<file path="src/rtl/charge_time_pkg.sv">
// Package: register map, field positions and shared types of the charge-time unit
package charge_time_pkg;
  // Register byte addresses (word aligned)
  localparam logic [3:0] CTRL_HIGH_ADDR = 4'h0;
  localparam logic [3:0] EDGE_CTRL_ADDR = 4'h4;
  localparam logic [3:0] CURRENT_ADDR = 4'h8;
  localparam logic [3:0] MOD_CTRL_ADDR = 4'hc;
  // Reset values
  localparam logic [7:0] CTRL_HIGH_RST = 8'h00;
  localparam logic [7:0] EDGE_CTRL_RST = 8'h00;
  localparam logic [7:0] CURRENT_RST = 8'h00;
  localparam logic [7:0] MOD_CTRL_RST = 8'h00;
  // Control register 0 fields
  localparam int UNIT_ENABLE_BIT = 7;
  localparam int UNUSED_BIT = 6;
  localparam int STOP_IN_IDLE_BIT = 5;
  localparam int DELAY_GEN_ENABLE_BIT = 4;
  localparam int EDGE_PASS_ENABLE_BIT = 3;
  localparam int EDGE_ORDER_ENABLE_BIT = 2;
  localparam int SOURCE_DISCHARGE_BIT = 1;
  localparam int CONVERTER_TRIGGER_BIT = 0;
  localparam logic [7:0] CTRL_HIGH_MASK = 8'hbf;
  // Control register 1 fields
  localparam int SECOND_POL_BIT = 7;
  localparam int SECOND_SRC_LSB = 5;
  localparam int FIRST_POL_BIT = 4;
  localparam int FIRST_SRC_LSB = 2;
  localparam int SECOND_SEEN_BIT = 1;
  localparam int FIRST_SEEN_BIT = 0;
  // Current register fields
  localparam int TRIM_LSB = 2;
  localparam int RANGE_LSB = 0;
  // Module control register fields (own register)
  localparam int MODULE_DISABLE_BIT = 0;
  localparam int IRQ_FLAG_BIT = 1;
  // Edge source codes
  typedef enum logic [1:0] {
    SRC_PWM_TWO = 2'b00,
    SRC_PWM_ONE = 2'b01,
    SRC_PIN_TWO = 2'b10,
    SRC_PIN_ONE = 2'b11
  } edge_src_t;
  // Current range codes
  typedef enum logic [1:0] {
    RANGE_OFF = 2'b00,
    RANGE_BASE = 2'b01,
    RANGE_TEN = 2'b10,
    RANGE_HUNDRED = 2'b11
  } range_t;
  // Edge source inputs travelling together
  typedef struct packed {
    logic pin_one;
    logic pin_two;
    logic pwm_one;
    logic pwm_two;
  } edge_in_t;
  // Analog control outputs travelling together
  typedef struct packed {
    logic source_on;
    logic discharge;
    logic [5:0] trim;
    logic [1:0] range;
  } analog_ctl_t;
endpackage

</file>
<file path="src/rtl/charge_time_unit.sv">
// Charge-time unit edge control with AXI4-Lite register slave
//
// Local design decisions: the register offsets and the AXI4-Lite register port.
`timescale 1ns/1ps
module charge_time_unit (
  input wire logic clk_i,
  input wire logic nrst_i,
  input wire logic [3:0] awaddr_i,
  input wire logic awvalid_i,
  output logic awready_o,
  input wire logic [31:0] wdata_i,
  input wire logic [3:0] wstrb_i,
  input wire logic wvalid_i,
  output logic wready_o,
  output logic [1:0] bresp_o,
  output logic bvalid_o,
  input wire logic bready_i,
  input wire logic [3:0] araddr_i,
  input wire logic arvalid_i,
  output logic arready_o,
  output logic [31:0] rdata_o,
  output logic [1:0] rresp_o,
  output logic rvalid_o,
  input wire logic rready_i,
  input wire charge_time_pkg::edge_in_t edges_i,
  input wire logic idle_i,
  input wire logic sleep_i,
  input wire logic comp_trip_i,
  output charge_time_pkg::analog_ctl_t analog_o,
  output logic converter_trigger_o,
  output logic delay_pulse_pin_o,
  output logic unit_irq_flag_o
);
  logic [7:0] ctrl_high_r;
  logic [7:0] edge_ctrl_r;
  logic [7:0] current_r;
  logic module_clock_disable_r;
  logic irq_flag_r;
  logic [3:0] edges_prev_r;
  logic trip_prev_r;
  logic [3:0] awaddr_r;
  logic aw_held_r;
  logic [31:0] wdata_r;
  logic [3:0] wstrb_r;
  logic w_held_r;
  logic wr_go;
  logic wr_lane0;
  logic first_hit;
  logic second_hit;
  logic run;
  logic first_set;
  logic second_set;
  logic trip_rise;

  // Pick the selected source bit out of the sampled edge inputs
  function automatic logic pick_src(input logic [1:0] sel, input logic [3:0] v);
    logic r;
    r = 1'b0;
    unique case (sel)
      charge_time_pkg::SRC_PIN_ONE: r = v[3];
      charge_time_pkg::SRC_PIN_TWO: r = v[2];
      charge_time_pkg::SRC_PWM_ONE: r = v[1];
      charge_time_pkg::SRC_PWM_TWO: r = v[0];
    endcase
    return r;
  endfunction

  // Edge of chosen polarity between previous and current sample
  function automatic logic edge_hit(input logic pol, input logic prev, input logic cur);
    return pol ? (cur & ~prev) : (prev & ~cur);
  endfunction

  // Clock gate stands in for a gated clock: edge history, status bits and output events stop while disabled
  assign run = ctrl_high_r[charge_time_pkg::UNIT_ENABLE_BIT] & ~module_clock_disable_r
    & ~(idle_i & ctrl_high_r[charge_time_pkg::STOP_IN_IDLE_BIT]);

  assign first_hit = edge_hit(edge_ctrl_r[charge_time_pkg::FIRST_POL_BIT],
    pick_src(edge_ctrl_r[charge_time_pkg::FIRST_SRC_LSB +: 2], edges_prev_r),
    pick_src(edge_ctrl_r[charge_time_pkg::FIRST_SRC_LSB +: 2], edges_i));
  assign second_hit = edge_hit(edge_ctrl_r[charge_time_pkg::SECOND_POL_BIT],
    pick_src(edge_ctrl_r[charge_time_pkg::SECOND_SRC_LSB +: 2], edges_prev_r),
    pick_src(edge_ctrl_r[charge_time_pkg::SECOND_SRC_LSB +: 2], edges_i));

  // Blocked edges never reach the status bits
  assign first_set = run & ctrl_high_r[charge_time_pkg::EDGE_PASS_ENABLE_BIT] & first_hit;
  assign second_set = run & ctrl_high_r[charge_time_pkg::EDGE_PASS_ENABLE_BIT] & second_hit
    & (~ctrl_high_r[charge_time_pkg::EDGE_ORDER_ENABLE_BIT]
    | edge_ctrl_r[charge_time_pkg::FIRST_SEEN_BIT]);

  assign trip_rise = comp_trip_i & ~trip_prev_r;

  // Write happens once both address and data are held and no response pending
  assign wr_go = aw_held_r & w_held_r & ~bvalid_o;
  assign wr_lane0 = wr_go & wstrb_r[0];

  // Edge input history, only sampled while the unit is clocked; comparator trip history sampled every cycle
  always_ff @(posedge clk_i or negedge nrst_i) begin
    if (!nrst_i) begin
      edges_prev_r <= 4'h0;
      trip_prev_r <= 1'b0;
    end else begin
      if (run) begin
        edges_prev_r <= edges_i;
      end
      trip_prev_r <= comp_trip_i;
    end
  end

  // Control register 0; bit 6 is never stored
  always_ff @(posedge clk_i or negedge nrst_i) begin
    if (!nrst_i) begin
      ctrl_high_r <= charge_time_pkg::CTRL_HIGH_RST;
    end else if (wr_lane0 && awaddr_r == charge_time_pkg::CTRL_HIGH_ADDR) begin
      ctrl_high_r <= wdata_r[7:0] & charge_time_pkg::CTRL_HIGH_MASK;
    end
  end

  // Control register 1; hardware set wins over a same-cycle software clear
  always_ff @(posedge clk_i or negedge nrst_i) begin
    if (!nrst_i) begin
      edge_ctrl_r <= charge_time_pkg::EDGE_CTRL_RST;
    end else begin
      if (wr_lane0 && awaddr_r == charge_time_pkg::EDGE_CTRL_ADDR) begin
        edge_ctrl_r <= wdata_r[7:0];
        if (first_set) begin
          edge_ctrl_r[charge_time_pkg::FIRST_SEEN_BIT] <= 1'b1;
        end
        if (second_set) begin
          edge_ctrl_r[charge_time_pkg::SECOND_SEEN_BIT] <= 1'b1;
        end
      end else begin
        if (first_set) begin
          edge_ctrl_r[charge_time_pkg::FIRST_SEEN_BIT] <= 1'b1;
        end
        if (second_set) begin
          edge_ctrl_r[charge_time_pkg::SECOND_SEEN_BIT] <= 1'b1;
        end
      end
    end
  end

  // Current trim and range register
  always_ff @(posedge clk_i or negedge nrst_i) begin
    if (!nrst_i) begin
      current_r <= charge_time_pkg::CURRENT_RST;
    end else if (wr_lane0 && awaddr_r == charge_time_pkg::CURRENT_ADDR) begin
      current_r <= wdata_r[7:0];
    end
  end

  // Module disable and sticky flag; a new sequence end beats a clear
  always_ff @(posedge clk_i or negedge nrst_i) begin
    if (!nrst_i) begin
      module_clock_disable_r <= 1'b0;
      irq_flag_r <= 1'b0;
    end else begin
      if (wr_lane0 && awaddr_r == charge_time_pkg::MOD_CTRL_ADDR) begin
        module_clock_disable_r <= wdata_r[charge_time_pkg::MODULE_DISABLE_BIT];
        if (wdata_r[charge_time_pkg::IRQ_FLAG_BIT]) begin
          irq_flag_r <= 1'b0;
        end
      end
      if (second_set) begin
        irq_flag_r <= 1'b1;
      end
    end
  end

  // Analog control: source runs while exactly one status bit stands
  always_ff @(posedge clk_i or negedge nrst_i) begin
    if (!nrst_i) begin
      analog_o <= '0;
    end else begin
      analog_o.source_on <= run & ~sleep_i
        & (current_r[charge_time_pkg::RANGE_LSB +: 2] != charge_time_pkg::RANGE_OFF)
        & (edge_ctrl_r[charge_time_pkg::FIRST_SEEN_BIT]
        ^ edge_ctrl_r[charge_time_pkg::SECOND_SEEN_BIT]);
      analog_o.discharge <= ctrl_high_r[charge_time_pkg::SOURCE_DISCHARGE_BIT];
      analog_o.trim <= current_r[charge_time_pkg::TRIM_LSB +: 6];
      analog_o.range <= current_r[charge_time_pkg::RANGE_LSB +: 2];
    end
  end

  // Event outputs: converter trigger at sequence end, delay pulse at trip
  always_ff @(posedge clk_i or negedge nrst_i) begin
    if (!nrst_i) begin
      converter_trigger_o <= 1'b0;
      delay_pulse_pin_o <= 1'b0;
      unit_irq_flag_o <= 1'b0;
    end else begin
      converter_trigger_o <= second_set
        & ctrl_high_r[charge_time_pkg::CONVERTER_TRIGGER_BIT];
      delay_pulse_pin_o <= run & trip_rise
        & ctrl_high_r[charge_time_pkg::DELAY_GEN_ENABLE_BIT];
      unit_irq_flag_o <= irq_flag_r;
    end
  end

  // AXI write channels: address and data taken in either order
  always_ff @(posedge clk_i or negedge nrst_i) begin
    if (!nrst_i) begin
      aw_held_r <= 1'b0;
      w_held_r <= 1'b0;
      awaddr_r <= 4'h0;
      wdata_r <= 32'h0;
      wstrb_r <= 4'h0;
      awready_o <= 1'b0;
      wready_o <= 1'b0;
      bvalid_o <= 1'b0;
      bresp_o <= 2'h0;
    end else begin
      awready_o <= ~aw_held_r & ~awready_o & ~bvalid_o;
      wready_o <= ~w_held_r & ~wready_o & ~bvalid_o;
      if (awvalid_i && awready_o) begin
        aw_held_r <= 1'b1;
        awaddr_r <= awaddr_i;
        awready_o <= 1'b0;
      end
      if (wvalid_i && wready_o) begin
        w_held_r <= 1'b1;
        wdata_r <= wdata_i;
        wstrb_r <= wstrb_i;
        wready_o <= 1'b0;
      end
      if (wr_go) begin
        aw_held_r <= 1'b0;
        w_held_r <= 1'b0;
        bvalid_o <= 1'b1;
        bresp_o <= (awaddr_r > charge_time_pkg::MOD_CTRL_ADDR || awaddr_r[1:0] != 2'b00)
          ? 2'b10 : 2'b00; // Unmapped answers SLVERR
        awready_o <= 1'b0;
        wready_o <= 1'b0;
      end else if (bvalid_o && bready_i) begin
        bvalid_o <= 1'b0;
      end
    end
  end

  // AXI read channel; unused upper bits and bit 6 read as zero
  always_ff @(posedge clk_i or negedge nrst_i) begin
    if (!nrst_i) begin
      arready_o <= 1'b0;
      rvalid_o <= 1'b0;
      rdata_o <= 32'h0;
      rresp_o <= 2'h0;
    end else begin
      arready_o <= ~arready_o & ~rvalid_o;
      if (arvalid_i && arready_o) begin
        arready_o <= 1'b0;
        rvalid_o <= 1'b1;
        rresp_o <= 2'b00;
        unique case (araddr_i)
          charge_time_pkg::CTRL_HIGH_ADDR: rdata_o <= {24'h0, ctrl_high_r};
          charge_time_pkg::EDGE_CTRL_ADDR: rdata_o <= {24'h0, edge_ctrl_r};
          charge_time_pkg::CURRENT_ADDR: rdata_o <= {24'h0, current_r};
          charge_time_pkg::MOD_CTRL_ADDR: rdata_o <= {30'h0, irq_flag_r, module_clock_disable_r};
          default: begin
            rdata_o <= 32'h0;
            rresp_o <= 2'b10;
          end
        endcase
      end else if (rvalid_o && rready_i) begin
        rvalid_o <= 1'b0;
      end
    end
  end

  // Checks: register effects are watched, not only the set strobes, so a broken gate shows
  ctrl_bit6_zero_a: assert property (@(posedge clk_i) disable iff (!nrst_i)
    !ctrl_high_r[charge_time_pkg::UNUSED_BIT])
    else $error("control bit 6 stored");
  first_seen_set_a: assert property (@(posedge clk_i) disable iff (!nrst_i)
    first_set |=> edge_ctrl_r[charge_time_pkg::FIRST_SEEN_BIT])
    else $error("edge 1 lost");
  second_seen_set_a: assert property (@(posedge clk_i) disable iff (!nrst_i)
    second_set |=> edge_ctrl_r[charge_time_pkg::SECOND_SEEN_BIT])
    else $error("edge 2 lost");
  first_seen_hold_a: assert property (@(posedge clk_i) disable iff (!nrst_i)
    edge_ctrl_r[charge_time_pkg::FIRST_SEEN_BIT] && !wr_lane0
    |=> edge_ctrl_r[charge_time_pkg::FIRST_SEEN_BIT])
    else $error("edge 1 status dropped");
  order_block_a: assert property (@(posedge clk_i) disable iff (!nrst_i)
    (ctrl_high_r[charge_time_pkg::EDGE_ORDER_ENABLE_BIT]
    && !edge_ctrl_r[charge_time_pkg::FIRST_SEEN_BIT]) |-> !second_set)
    else $error("edge 2 before edge 1");
  edges_blocked_a: assert property (@(posedge clk_i) disable iff (!nrst_i)
    !ctrl_high_r[charge_time_pkg::EDGE_PASS_ENABLE_BIT] && !wr_lane0
    |=> $stable(edge_ctrl_r))
    else $error("blocked edge set status");
  disabled_frozen_a: assert property (@(posedge clk_i) disable iff (!nrst_i)
    !run && !wr_lane0
    |=> $stable(edge_ctrl_r))
    else $error("status changed while stopped");
  source_xor_a: assert property (@(posedge clk_i) disable iff (!nrst_i)
    analog_o.source_on |-> $past(edge_ctrl_r[charge_time_pkg::FIRST_SEEN_BIT]
    ^ edge_ctrl_r[charge_time_pkg::SECOND_SEEN_BIT]) && !$past(sleep_i))
    else $error("source on wrongly");
  sleep_off_a: assert property (@(posedge clk_i) disable iff (!nrst_i)
    sleep_i |=> !analog_o.source_on)
    else $error("source on in sleep");
  stopped_source_a: assert property (@(posedge clk_i) disable iff (!nrst_i)
    !run |=> !analog_o.source_on)
    else $error("source on while stopped");
  range_off_a: assert property (@(posedge clk_i) disable iff (!nrst_i)
    analog_o.source_on |-> $past(current_r[charge_time_pkg::RANGE_LSB +: 2]) != 2'b00)
    else $error("source on with range off");
  current_follow_a: assert property (@(posedge clk_i) disable iff (!nrst_i)
    analog_o.trim == $past(current_r[charge_time_pkg::TRIM_LSB +: 6])
    && analog_o.range == $past(current_r[charge_time_pkg::RANGE_LSB +: 2]))
    else $error("trim or range mismatch");
  discharge_follow_a: assert property (@(posedge clk_i) disable iff (!nrst_i)
    analog_o.discharge == $past(ctrl_high_r[charge_time_pkg::SOURCE_DISCHARGE_BIT]))
    else $error("discharge mismatch");
  trigger_gate_a: assert property (@(posedge clk_i) disable iff (!nrst_i)
    converter_trigger_o |-> $past(ctrl_high_r[charge_time_pkg::CONVERTER_TRIGGER_BIT]))
    else $error("trigger not enabled");
  trigger_fire_a: assert property (@(posedge clk_i) disable iff (!nrst_i)
    second_set && ctrl_high_r[charge_time_pkg::CONVERTER_TRIGGER_BIT] |=> converter_trigger_o)
    else $error("trigger missing");
  pulse_gate_a: assert property (@(posedge clk_i) disable iff (!nrst_i)
    delay_pulse_pin_o |-> $past(ctrl_high_r[charge_time_pkg::DELAY_GEN_ENABLE_BIT] & run))
    else $error("pulse not enabled");
  pulse_fire_a: assert property (@(posedge clk_i) disable iff (!nrst_i)
    run && trip_rise && ctrl_high_r[charge_time_pkg::DELAY_GEN_ENABLE_BIT] |=> delay_pulse_pin_o)
    else $error("delay pulse missing");
  irq_set_a: assert property (@(posedge clk_i) disable iff (!nrst_i)
    second_set |=> irq_flag_r)
    else $error("flag not raised");
  irq_hold_a: assert property (@(posedge clk_i) disable iff (!nrst_i)
    irq_flag_r && !wr_lane0 |=> irq_flag_r)
    else $error("flag dropped");
endmodule

</file>
<file path="config.mk">
export PLATFORM = sky130hd
export DESIGN_NAME = charge_time_unit
export DESIGN_NICKNAME = d
export VERILOG_FILES = /design/src/rtl/charge_time_pkg.sv /design/src/rtl/charge_time_unit.sv
export SDC_FILE = /design/constraint.sdc
export NUM_CORES = 1
export LEC_CHECK = 0
export BUFFER_PORTS_ARGS = -buffer_cell sky130_fd_sc_hd__buf_2
export CAP_MARGIN = 5
export CORE_MARGIN = 8
export CORE_UTILIZATION = 49
export DETAILED_ROUTE_END_ITERATION = 8
export GPL_TIMING_DRIVEN = 1
export PLACE_DENSITY = 0.79
export SYNTH_ARGS = -nofsm -noshare
export SYNTH_HDL_FRONTEND = slang
export SYNTH_SLANG_ARGS = --single-unit
</file>
<file path="constraint.sdc">
create_clock -name clk_i -period 1.65 [get_ports clk_i]
set_input_delay 0.2475 -clock clk_i [delete_from_list [all_inputs] [get_ports clk_i]]
set_output_delay 0.2475 -clock clk_i [all_outputs]
set_load 0.01 [all_outputs]
</file>
# == Word-level counts from Yosys, hierarchy flattened ==
# Cells that the tools add are included.
# Widths: inputs -> output; s select.
# classes
n_addsub,0
mul,0
div,0
magnitude_cmp,1
n_eq_ne,12
shifts,0
muxes,30
bitwise_logic,44
reduce_logical,26
# ops
cell,count
$pmux 8 s4,1
$and 1x1->1,26
$mux 1,22
$reduce_bool 2->1,10
$eq 4x4->1 const B,4
$not 1->1,16
$pmux 1 s4,4
$logic_and 1x1->1,9
$eq 2x2->1 const B,4
$eq 4x3->1 const B,2
$logic_not 4->1,2
$mux 2,3
$eq 2x1->1 const B,2
$gt 4x4->1 const B,1
$logic_not 2->1,2
$reduce_or 4->1,1
$reduce_and 2->1,1
$logic_or 1x1->1,1
$or 1x1->1,1
$xor 1x1->1,1
# totals
ff_bits,99
latchBits,0
ram_bits,0
rom_bits,0
input_bits,58
elab_cells,142
n_memories,0

# == Logic depth before layout (Yosys ltp) ==
# Gate-level depths: netlist of run 1.
# depth
word_depth,9
ltp_mapped,5
ltp_nobuf,4

# == Worst setup path before layout of run 1 ==
# No wires, ideal clock.
# synth_path
path_type,flip-flop to flip-flop
from,reg bvalid_o
to,reg ctrl_high_r[0]
arrival_ns,1.475
t_required_ns,1.525
slack_ns,0.050
path_stages_with_launch,6
n_path_buf,1
cell_sequence,dfrtp_1 and3b_1 buf_4 nand2_1 nor3_4 mux2_2
# synth_between
elab_chain_len,4
# synth_lines
element,line,source
from (decl),charge_time_unit.sv:16,"output logic bvalid_o,"
from (signal assigned),charge_time_unit.sv:209,bvalid_o <= 1'b0;
from (signal assigned),charge_time_unit.sv:228,bvalid_o <= 1'b1;
from (signal assigned),charge_time_unit.sv:234,bvalid_o <= 1'b0;
$not 1->1,charge_time_unit.sv:93,assign wr_go = aw_held_r & w_held_r & ~bvalid_o;
$and 1x1->1,charge_time_unit.sv:93,
$and 1x1->1,charge_time_unit.sv:94,assign wr_lane0 = wr_go & wstrb_r[0];
$logic_and 1x1->1,charge_time_unit.sv:113,end else if (wr_lane0 && awaddr_r == charge_time_pkg::CTRL_HIGH_ADDR) begin
to (signal assigned),charge_time_unit.sv:112,ctrl_high_r <= charge_time_pkg::CTRL_HIGH_RST;
to (signal assigned),charge_time_unit.sv:114,ctrl_high_r <= wdata_r[7:0] & charge_time_pkg::CTRL_HIGH_MASK;
to (decl),charge_time_unit.sv:34,logic [7:0] ctrl_high_r;
# Every way passes these cells.
# A chain may end at the register's enable or synchronous reset.

# == Worst setup path in the final report of run 1 ==
# layout_path
from,reg edge_ctrl_r[5]
to,reg edge_ctrl_r[1]
# layout_between
elab_chain_len,9
elab_cells_between_ends,16
# layout_lines
element,line,source
from (decl),charge_time_unit.sv:35,logic [7:0] edge_ctrl_r;
from (signal assigned),charge_time_unit.sv:121,edge_ctrl_r <= charge_time_pkg::EDGE_CTRL_RST;
from (signal assigned),charge_time_unit.sv:124,edge_ctrl_r <= wdata_r[7:0];
$eq 2x1->1 (tied with other cells),charge_time_unit.sv:59,unique case (sel)
$pmux 1 s4,charge_time_unit.sv:59,
$not 1->1,charge_time_unit.sv:70,return pol ? (cur & ~prev) : (prev & ~cur);
$and 1x1->1,charge_time_unit.sv:70,
$mux 1 *,charge_time_unit.sv:70,
$and 1x1->1 *,charge_time_unit.sv:86,assign second_set = run & ctrl_high_r[charge_time_pkg::EDGE_PASS_ENABLE_BIT] & second_hit
$and 1x1->1 *,charge_time_unit.sv:87,& (~ctrl_high_r[charge_time_pkg::EDGE_ORDER_ENABLE_BIT]
$mux 1,charge_time_unit.sv:128,if (second_set) begin
$mux 2,charge_time_unit.sv:123,if (wr_lane0 && awaddr_r == charge_time_pkg::EDGE_CTRL_ADDR) begin
# Every way passes the cells marked *; elsewhere a longest branch is shown, timed or not.

==> impl_metrics.json, run 1 <==
{
  "status": "finished with violations",
  "violations": "negative setup slack",
  "irDropWorstVdd_v": 0.0009995,
  "cts_sinks": 73,
  "swShare_pct": 31.38,
  "postSynthAreaPerCell_um2": 13.72,
  "coreArea_mm2": 0.006277,
  "final_nets": 365,
  "drive_gt1_share_pct": 44.23,
  "drt_wl_total_um": 6454,
  "start_kind": "flip-flop",
  "cts_htree_levels": 3,
  "final_util_pct": 59.84,
  "wire_per_inst_um": 16.59,
  "yosysWarnings": 0,
  "synth_edf_count": 0,
  "worstPathArrival_ps": 1870,
  "path_cells": "mux4_2 -> and3b_2 -> o221ai_4 -> o211ai_1",
  "via_per_inst": 5.046,
  "relSlewSlack_pct": 55.35,
  "p_comb_share_pct": 27.7,
  "synth_top_area_share_pct": 58.38,
  "pwr-share-seq_pct": 50.0,
  "leakagePower_nw": 1.898,
  "critPathSlowestCell": "mux4_2",
  "layout_setup_ws_ps": -7.264,
  "io_pins": 112,
  "rsz0062_at_grt": "yes",
  "synth_top_area_cell": "dfrtp_1",
  "clockBufferDepth": 2,
  "ant_nets": 0,
  "syn_inst": 228,
  "dieHeight_um": 95.92,
  "maxCapViolations": 0,
  "dr.pass1.iters": 4,
  "fmax_mhz": 603.4,
  "crit_fanout": 3,
  "hpwl_um": 4730,
  "yosysUniqueCellTypes": 33,
  "slowest_delay_ps": 550,
  "critPathKind": "reg -> reg",
  "required_ps": 1860,
  "routabilityCongestion": 0.8047,
  "drt_iter0_drc": 96,
  "overflow": 0,
  "cts_made_buffers": 9,
  "cts-root-buf": "clkbuf_8",
  "clock_latency_ps": 340,
  "final_common_cell": "dfrtp_1",
  "finalCritPeriodShare_pct": 100.4,
  "diodes": 0,
  "hp-class": "in -> reg",
  "routed-via-count": 1963,
  "final_cell_mix": "dfrtp_1, buf_2, mux2_2",
  "grt_pass1_vias": 2079,
  "cts_tree": "built",
  "grt_pass1_wl_um": 10290,
  "netlist_area_mm2": 0.003129,
  "min_period_ps": 1657,
  "tightest_slew_ps": 668.0,
  "grt_start_max_net_pins": 74,
  "ys_seq_area_share_pct": 58.38,
  "maxSlewViolCount": 0,
  "netSwitchingPower_mw": 1.879,
  "finalClockSkew_ps": 4.728,
  "finish.instance_area_mm2": 0.003756,
  "die_width_um": 95.92,
  "critPathCaptureType": "flip-flop",
  "clkPwrFrac_pct": 22.4,
  "p_int_mw": 4.109,
  "setup_violations": 1,
  "rows": 29,
  "place_area_mm2": 0.003518,
  "crit_buf_inv": 0,
  "area_growth_pct": 20.03,
  "grt_usage_pct": 15.00,
  "critPathTopFamily": "multiplexers",
  "io_buffers": 58,
  "power_density_mw_per_mm2": 1594,
  "ys.flop_type": "dfrtp_1",
  "synth_area_leaders": "dfrtp_1, mux2_2, buf_4",
  "hold_viol": 0,
  "start_util_pct": 49.85,
  "async_flop_share_pct": 100.0,
  "ys_seq_elements": 73,
  "clk_pin_slew_ps": 70,
  "dieArea_mm2": 0.009200,
  "antenna_found_initial": 0,
  "drc": 0,
  "r2r_setup_slack_ps": -7
}
-- synthesized netlist by cell type (2+ instances only) --
master / count
a22o_1: 8
a21oi_1: 4
mux2_2: 38
o21ai_0: 10
buf_4: 27
nor3_1: 2
nand4b_2: 2
dfrtp_1: 73
nor2_1: 9
nor2b_1: 2
o211ai_1: 2
nand2_1: 15
inv_1: 7
mux4_2: 5
mux2i_1: 6
-- cell type report --
class	instances	area (um^2)
tap	77	96.34
clock inverter	3	40.04
sequential	73	1827
timing repair buffer	72	435.4
multi-input combinational	144	1182
fill	532	2521
inverter	7	26.28
clock buffer	13	148.9
-- routing by layer --
layer  track usage (%)  vias to the layer above  wire (um)
li1                  -                      920          -
met1             18.20                      960       2645
met2             23.31                       74       3089
met3             4.836                        9        601
met4             8.195                        0        117
met5                 0                        -          0
-- final timing paths --
path / end / cells after the start / from
worst max-delay path: edge_ctrl_r[1]$_DFFE_PN0P_ / 4 / edge_ctrl_r[5]$_DFFE_PN0P_
worst min-delay path: trip_prev_r$_DFF_PN0_ / 1 / comp_trip_i
worst max register to register: edge_ctrl_r[1]$_DFFE_PN0P_ / 4 / edge_ctrl_r[5]$_DFFE_PN0P_
worst min register to register: analog_o[7]$_DFF_PN0_ / 0 / current_r[7]$_DFFE_PN0P_
max in group asynchronous: rvalid_o$_DFFE_PN0P_ / 3 / nrst_i
min in group asynchronous: analog_o[3]$_DFF_PN0_ / 3 / nrst_i
-- power by group through the flow --
stage / Sequential (mW) / Combinational, mW / Clock (mW)
6_report: 2.99 / 1.66 / 1.34
5_1_grt: 3.10 / 1.83 / 1.45
4_1_cts: 2.98 / 1.64 / 1.38
3_5_place_dp: 3.01 / 1.61 / 0
3_3_place_gp: 2.97 / 1.55 / 0
2_1_floorplan: 2.95 / 1.03 / 0
-- worst register-to-register path, stage by stage (launching register included) --
cell      delay (ps)
dfrtp_1          420
mux4_2           550
and3b_2          240
o221ai_4         180
o211ai_1         140
-- sequential cells by signal (all words and copies together) (netlist names), 4 cells and up --
signal and count:
ctrl_high_r 7, wdata_r 8, awaddr_r 4, rdata_o 8, edge_ctrl_r 8, edges_prev_r 4
current_r 8, analog_o 10
-- logic make-up (layout without fill, tap and decap cells) --
kind of cell           after synthesis  after routing  synth area share (%)
buffers and inverters               36             95                 7.597
other                                1             26                0.1198
AO/OA/AOI/OAI                       29             29                 6.438
multiplexers                        50             50                 20.03
XOR/XNOR                             1              1                0.2799
flip-flops                          73             73                 58.38
AND/OR/NAND/NOR                     38             38                 7.157
-- what timing repair did --
item	in CTS	in global routing
hold buffers	1	0
setup endpoints to repair	2	9
hold endpoints to repair	73	0
gates resized for setup	3	4
buffers inserted	0	2
pin swaps	1	3
-- through the flow --
step	instances	setup slack, ps	hold slack [ps]	TNS [ps]	power, mW
after floorplan	253	50.08	-48.09	0	3.982
after global placement	370	23.85	300.8	0	4.511
after detailed placement	370	-51.40	304.2	-51.40	4.612
after CTS	387	-26.43	10.61	-43.37	5.998
after global routing	389	-78.85	20.59	-108.1	6.383
final	389	-7.264	30.90	-7.264	5.988
(Power assumes the default switching activity.)
==> inputs of run 2 (changes only) <==
clock period = 1.9 ns   (was 1.65 ns; I/O delays follow)
==> run 2 against run 1 <==
  * The flow now finishes without violations
  * Clock skew up 0.96 ps
  * Non-clock buffer count fell by 7
  * Die area stayed put
  * Cell area fell by 2.6%
  * Maximum frequency fell by 5.8%
==> impl_metrics.json, run 2 (synthesized netlist as in run 1, its figures left out) <==
{
  "clockBufferDepth": 2,
  "cts_sinks": 73,
  "grt-busiest-layer": "met2",
  "power_density_mw_per_mm2": 1367,
  "reg2reg_to": "ctrl_high_r[1]$_DFFE_PN0P_",
  "drt_wl_total_um": 6084,
  "cp-startpoint": "bvalid_o$_DFFE_PN0P_",
  "tightest_slew_ps": 628.4,
  "r2r_setup_slack_ps": 140,
  "hold_viol": 0,
  "grt_pass1_vias": 2005,
  "grt_util_met1_pct": 17.75,
  "crit_buf_inv": 0,
  "routabilityCongestion": 0.8154,
  "path_cells": "and3b_1 -> nand2_1 -> nor3_4 -> mux2_2",
  "critPathKind": "reg -> reg",
  "finalClockSkew_ps": 5.690,
  "crit_end": "ctrl_high_r[1]$_DFFE_PN0P_",
  "cts_resized": 0,
  "overflow": 0,
  "grt_usage_pct": 14.30,
  "die_width_um": 95.92,
  "drive_gt1_share_pct": 42.62,
  "wire_per_inst_um": 15.93,
  "final_cell_mix": "dfrtp_1, buf_2, mux2_2",
  "dieHeight_um": 95.92,
  "clock_latency_ps": 340,
  "diodes": 0,
  "cts_htree_levels": 3,
  "final_nets": 358,
  "drt_iter0_drc": 81,
  "crit_fanout": 7,
  "coreArea_mm2": 0.006277,
  "start_util_pct": 49.85,
  "dp_cells": 365,
  "start_kind": "flip-flop",
  "critPathTopFamily": "simple AND/OR/NAND/NOR gates",
  "hpwl_um": 4685,
  "fmax_mhz": 568.6,
  "met3_usage_pct": 5.226,
  "final_common_cell": "dfrtp_1",
  "critPathSlowestCell": "dfrtp_1",
  "ant_nets": 0,
  "reg2regPathDepth": 4,
  "clk_pin_slew_ps": 70,
  "cts-root-buf": "clkbuf_8",
  "relSlewSlack_pct": 57.88,
  "largest_reg_flops": 10,
  "status": "completed",
  "grt_pass1_wl_um": 9873,
  "min_period_ps": 1759,
  "leakagePower_nw": 1.850,
  "cp.depth": 4,
  "finalCritPeriodShare_pct": 92.56,
  "n_fill_cell": 524,
  "maxSlewViolCount": 0,
  "rows": 29,
  "via_per_inst": 5.073,
  "io_buffers": 58,
  "io_pins": 112,
  "irDropWorstVdd_v": 0.0009005,
  "maxCapViolations": 0,
  "grt_start_max_net_pins": 27,
  "dieArea_mm2": 0.009200,
  "place_area_mm2": 0.003468,
  "hold_ws_ps": 68.47,
  "instances_no_fill": 382,
  "cts_tree": "built",
  "area_growth_pct": 16.95,
  "cts_made_buffers": 9,
  "finish.instance_area_mm2": 0.003660,
  "met2_usage_pct": 21.89,
  "final_util_pct": 58.30,
  "drc": 0,
  "routed-via-count": 1938,
  "setup_violations": 0,
  "hp-class": "in -> reg",
  "worstPathArrival_ps": 1980,
  "max_flop_register": "analog_o",
  "fin_setup_tns_ps": 0,
  "slowest_delay_ps": 420,
  "hold_path.startpoint": "comp_trip_i",
  "rsz0062_at_grt": "no",
  "critPathCaptureType": "flip-flop",
  "dr.pass1.iters": 4,
  "required_ps": 2120,
  "antenna_found_initial": 1,
  "r2r-start": "bvalid_o$_DFFE_PN0P_"
}
[run 2: final cells by class]
class / instances / area, um^2 / area share, %
flip-flops and latches: 73 / 1827 / 49.91
multi-input cells: 144 / 1159 / 31.66
repair buffers: 65 / 370.4 / 10.12
clock buffers: 11 / 151.4 / 4.137
well taps: 77 / 96.34 / 2.632
clock inverters: 5 / 30.03 / 0.8205
inverters: 7 / 26.28 / 0.7179
[run 2: report_power, final]
part           switching (mW)  leakage [nW]  internal, mW  total, mW
Sequential              0.468         0.930          2.12       2.58
Clock                   0.543        0.0911         0.538       1.08
Combinational           0.586         0.829         0.752       1.34
[run 2: worst reg2reg max path, cell delays in order (launching register included)]
cell     delay [ps]
dfrtp_1         420
and3b_1         350
nand2_1         120
nor3_4          370
mux2_2          390
[run 2: through the flow]
step           power [mW]  worst slack [ps]
2_1_floorplan       3.458             300.1
3_3_place_gp        3.893             191.1
3_5_place_dp        3.974             161.5
4_1_cts             5.068             141.8
5_1_grt             5.349             24.02
6_report            5.002             141.3
[run 2: timing repair]
item,in CTS,in global routing
endpoints found under the hold margin,22,0
hold buffers,1,0
buffers inserted,0,0
[run 2: how the worst min path moves through the flow]
stage	end	cells after the start
global placement	analog_o[6]$_DFF_PN0_	1
finish	trip_prev_r$_DFF_PN0_	1
global route	trip_prev_r$_DFF_PN0_	1
CTS	trip_prev_r$_DFF_PN0_	1
detailed placement	wdata_r[6]$_DFFE_PN0P_	1
floorplan	analog_o[0]$_DFF_PN0_	0
[run 2: metal layers]
metal | share of wire (%) | vias to the layer above
li1 | - | 906
met1 | 43 | 952
met2 | 46 | 66
met3 | 9.2 | 12
met4 | 1.3 | 2
met5 | 0.16 | -
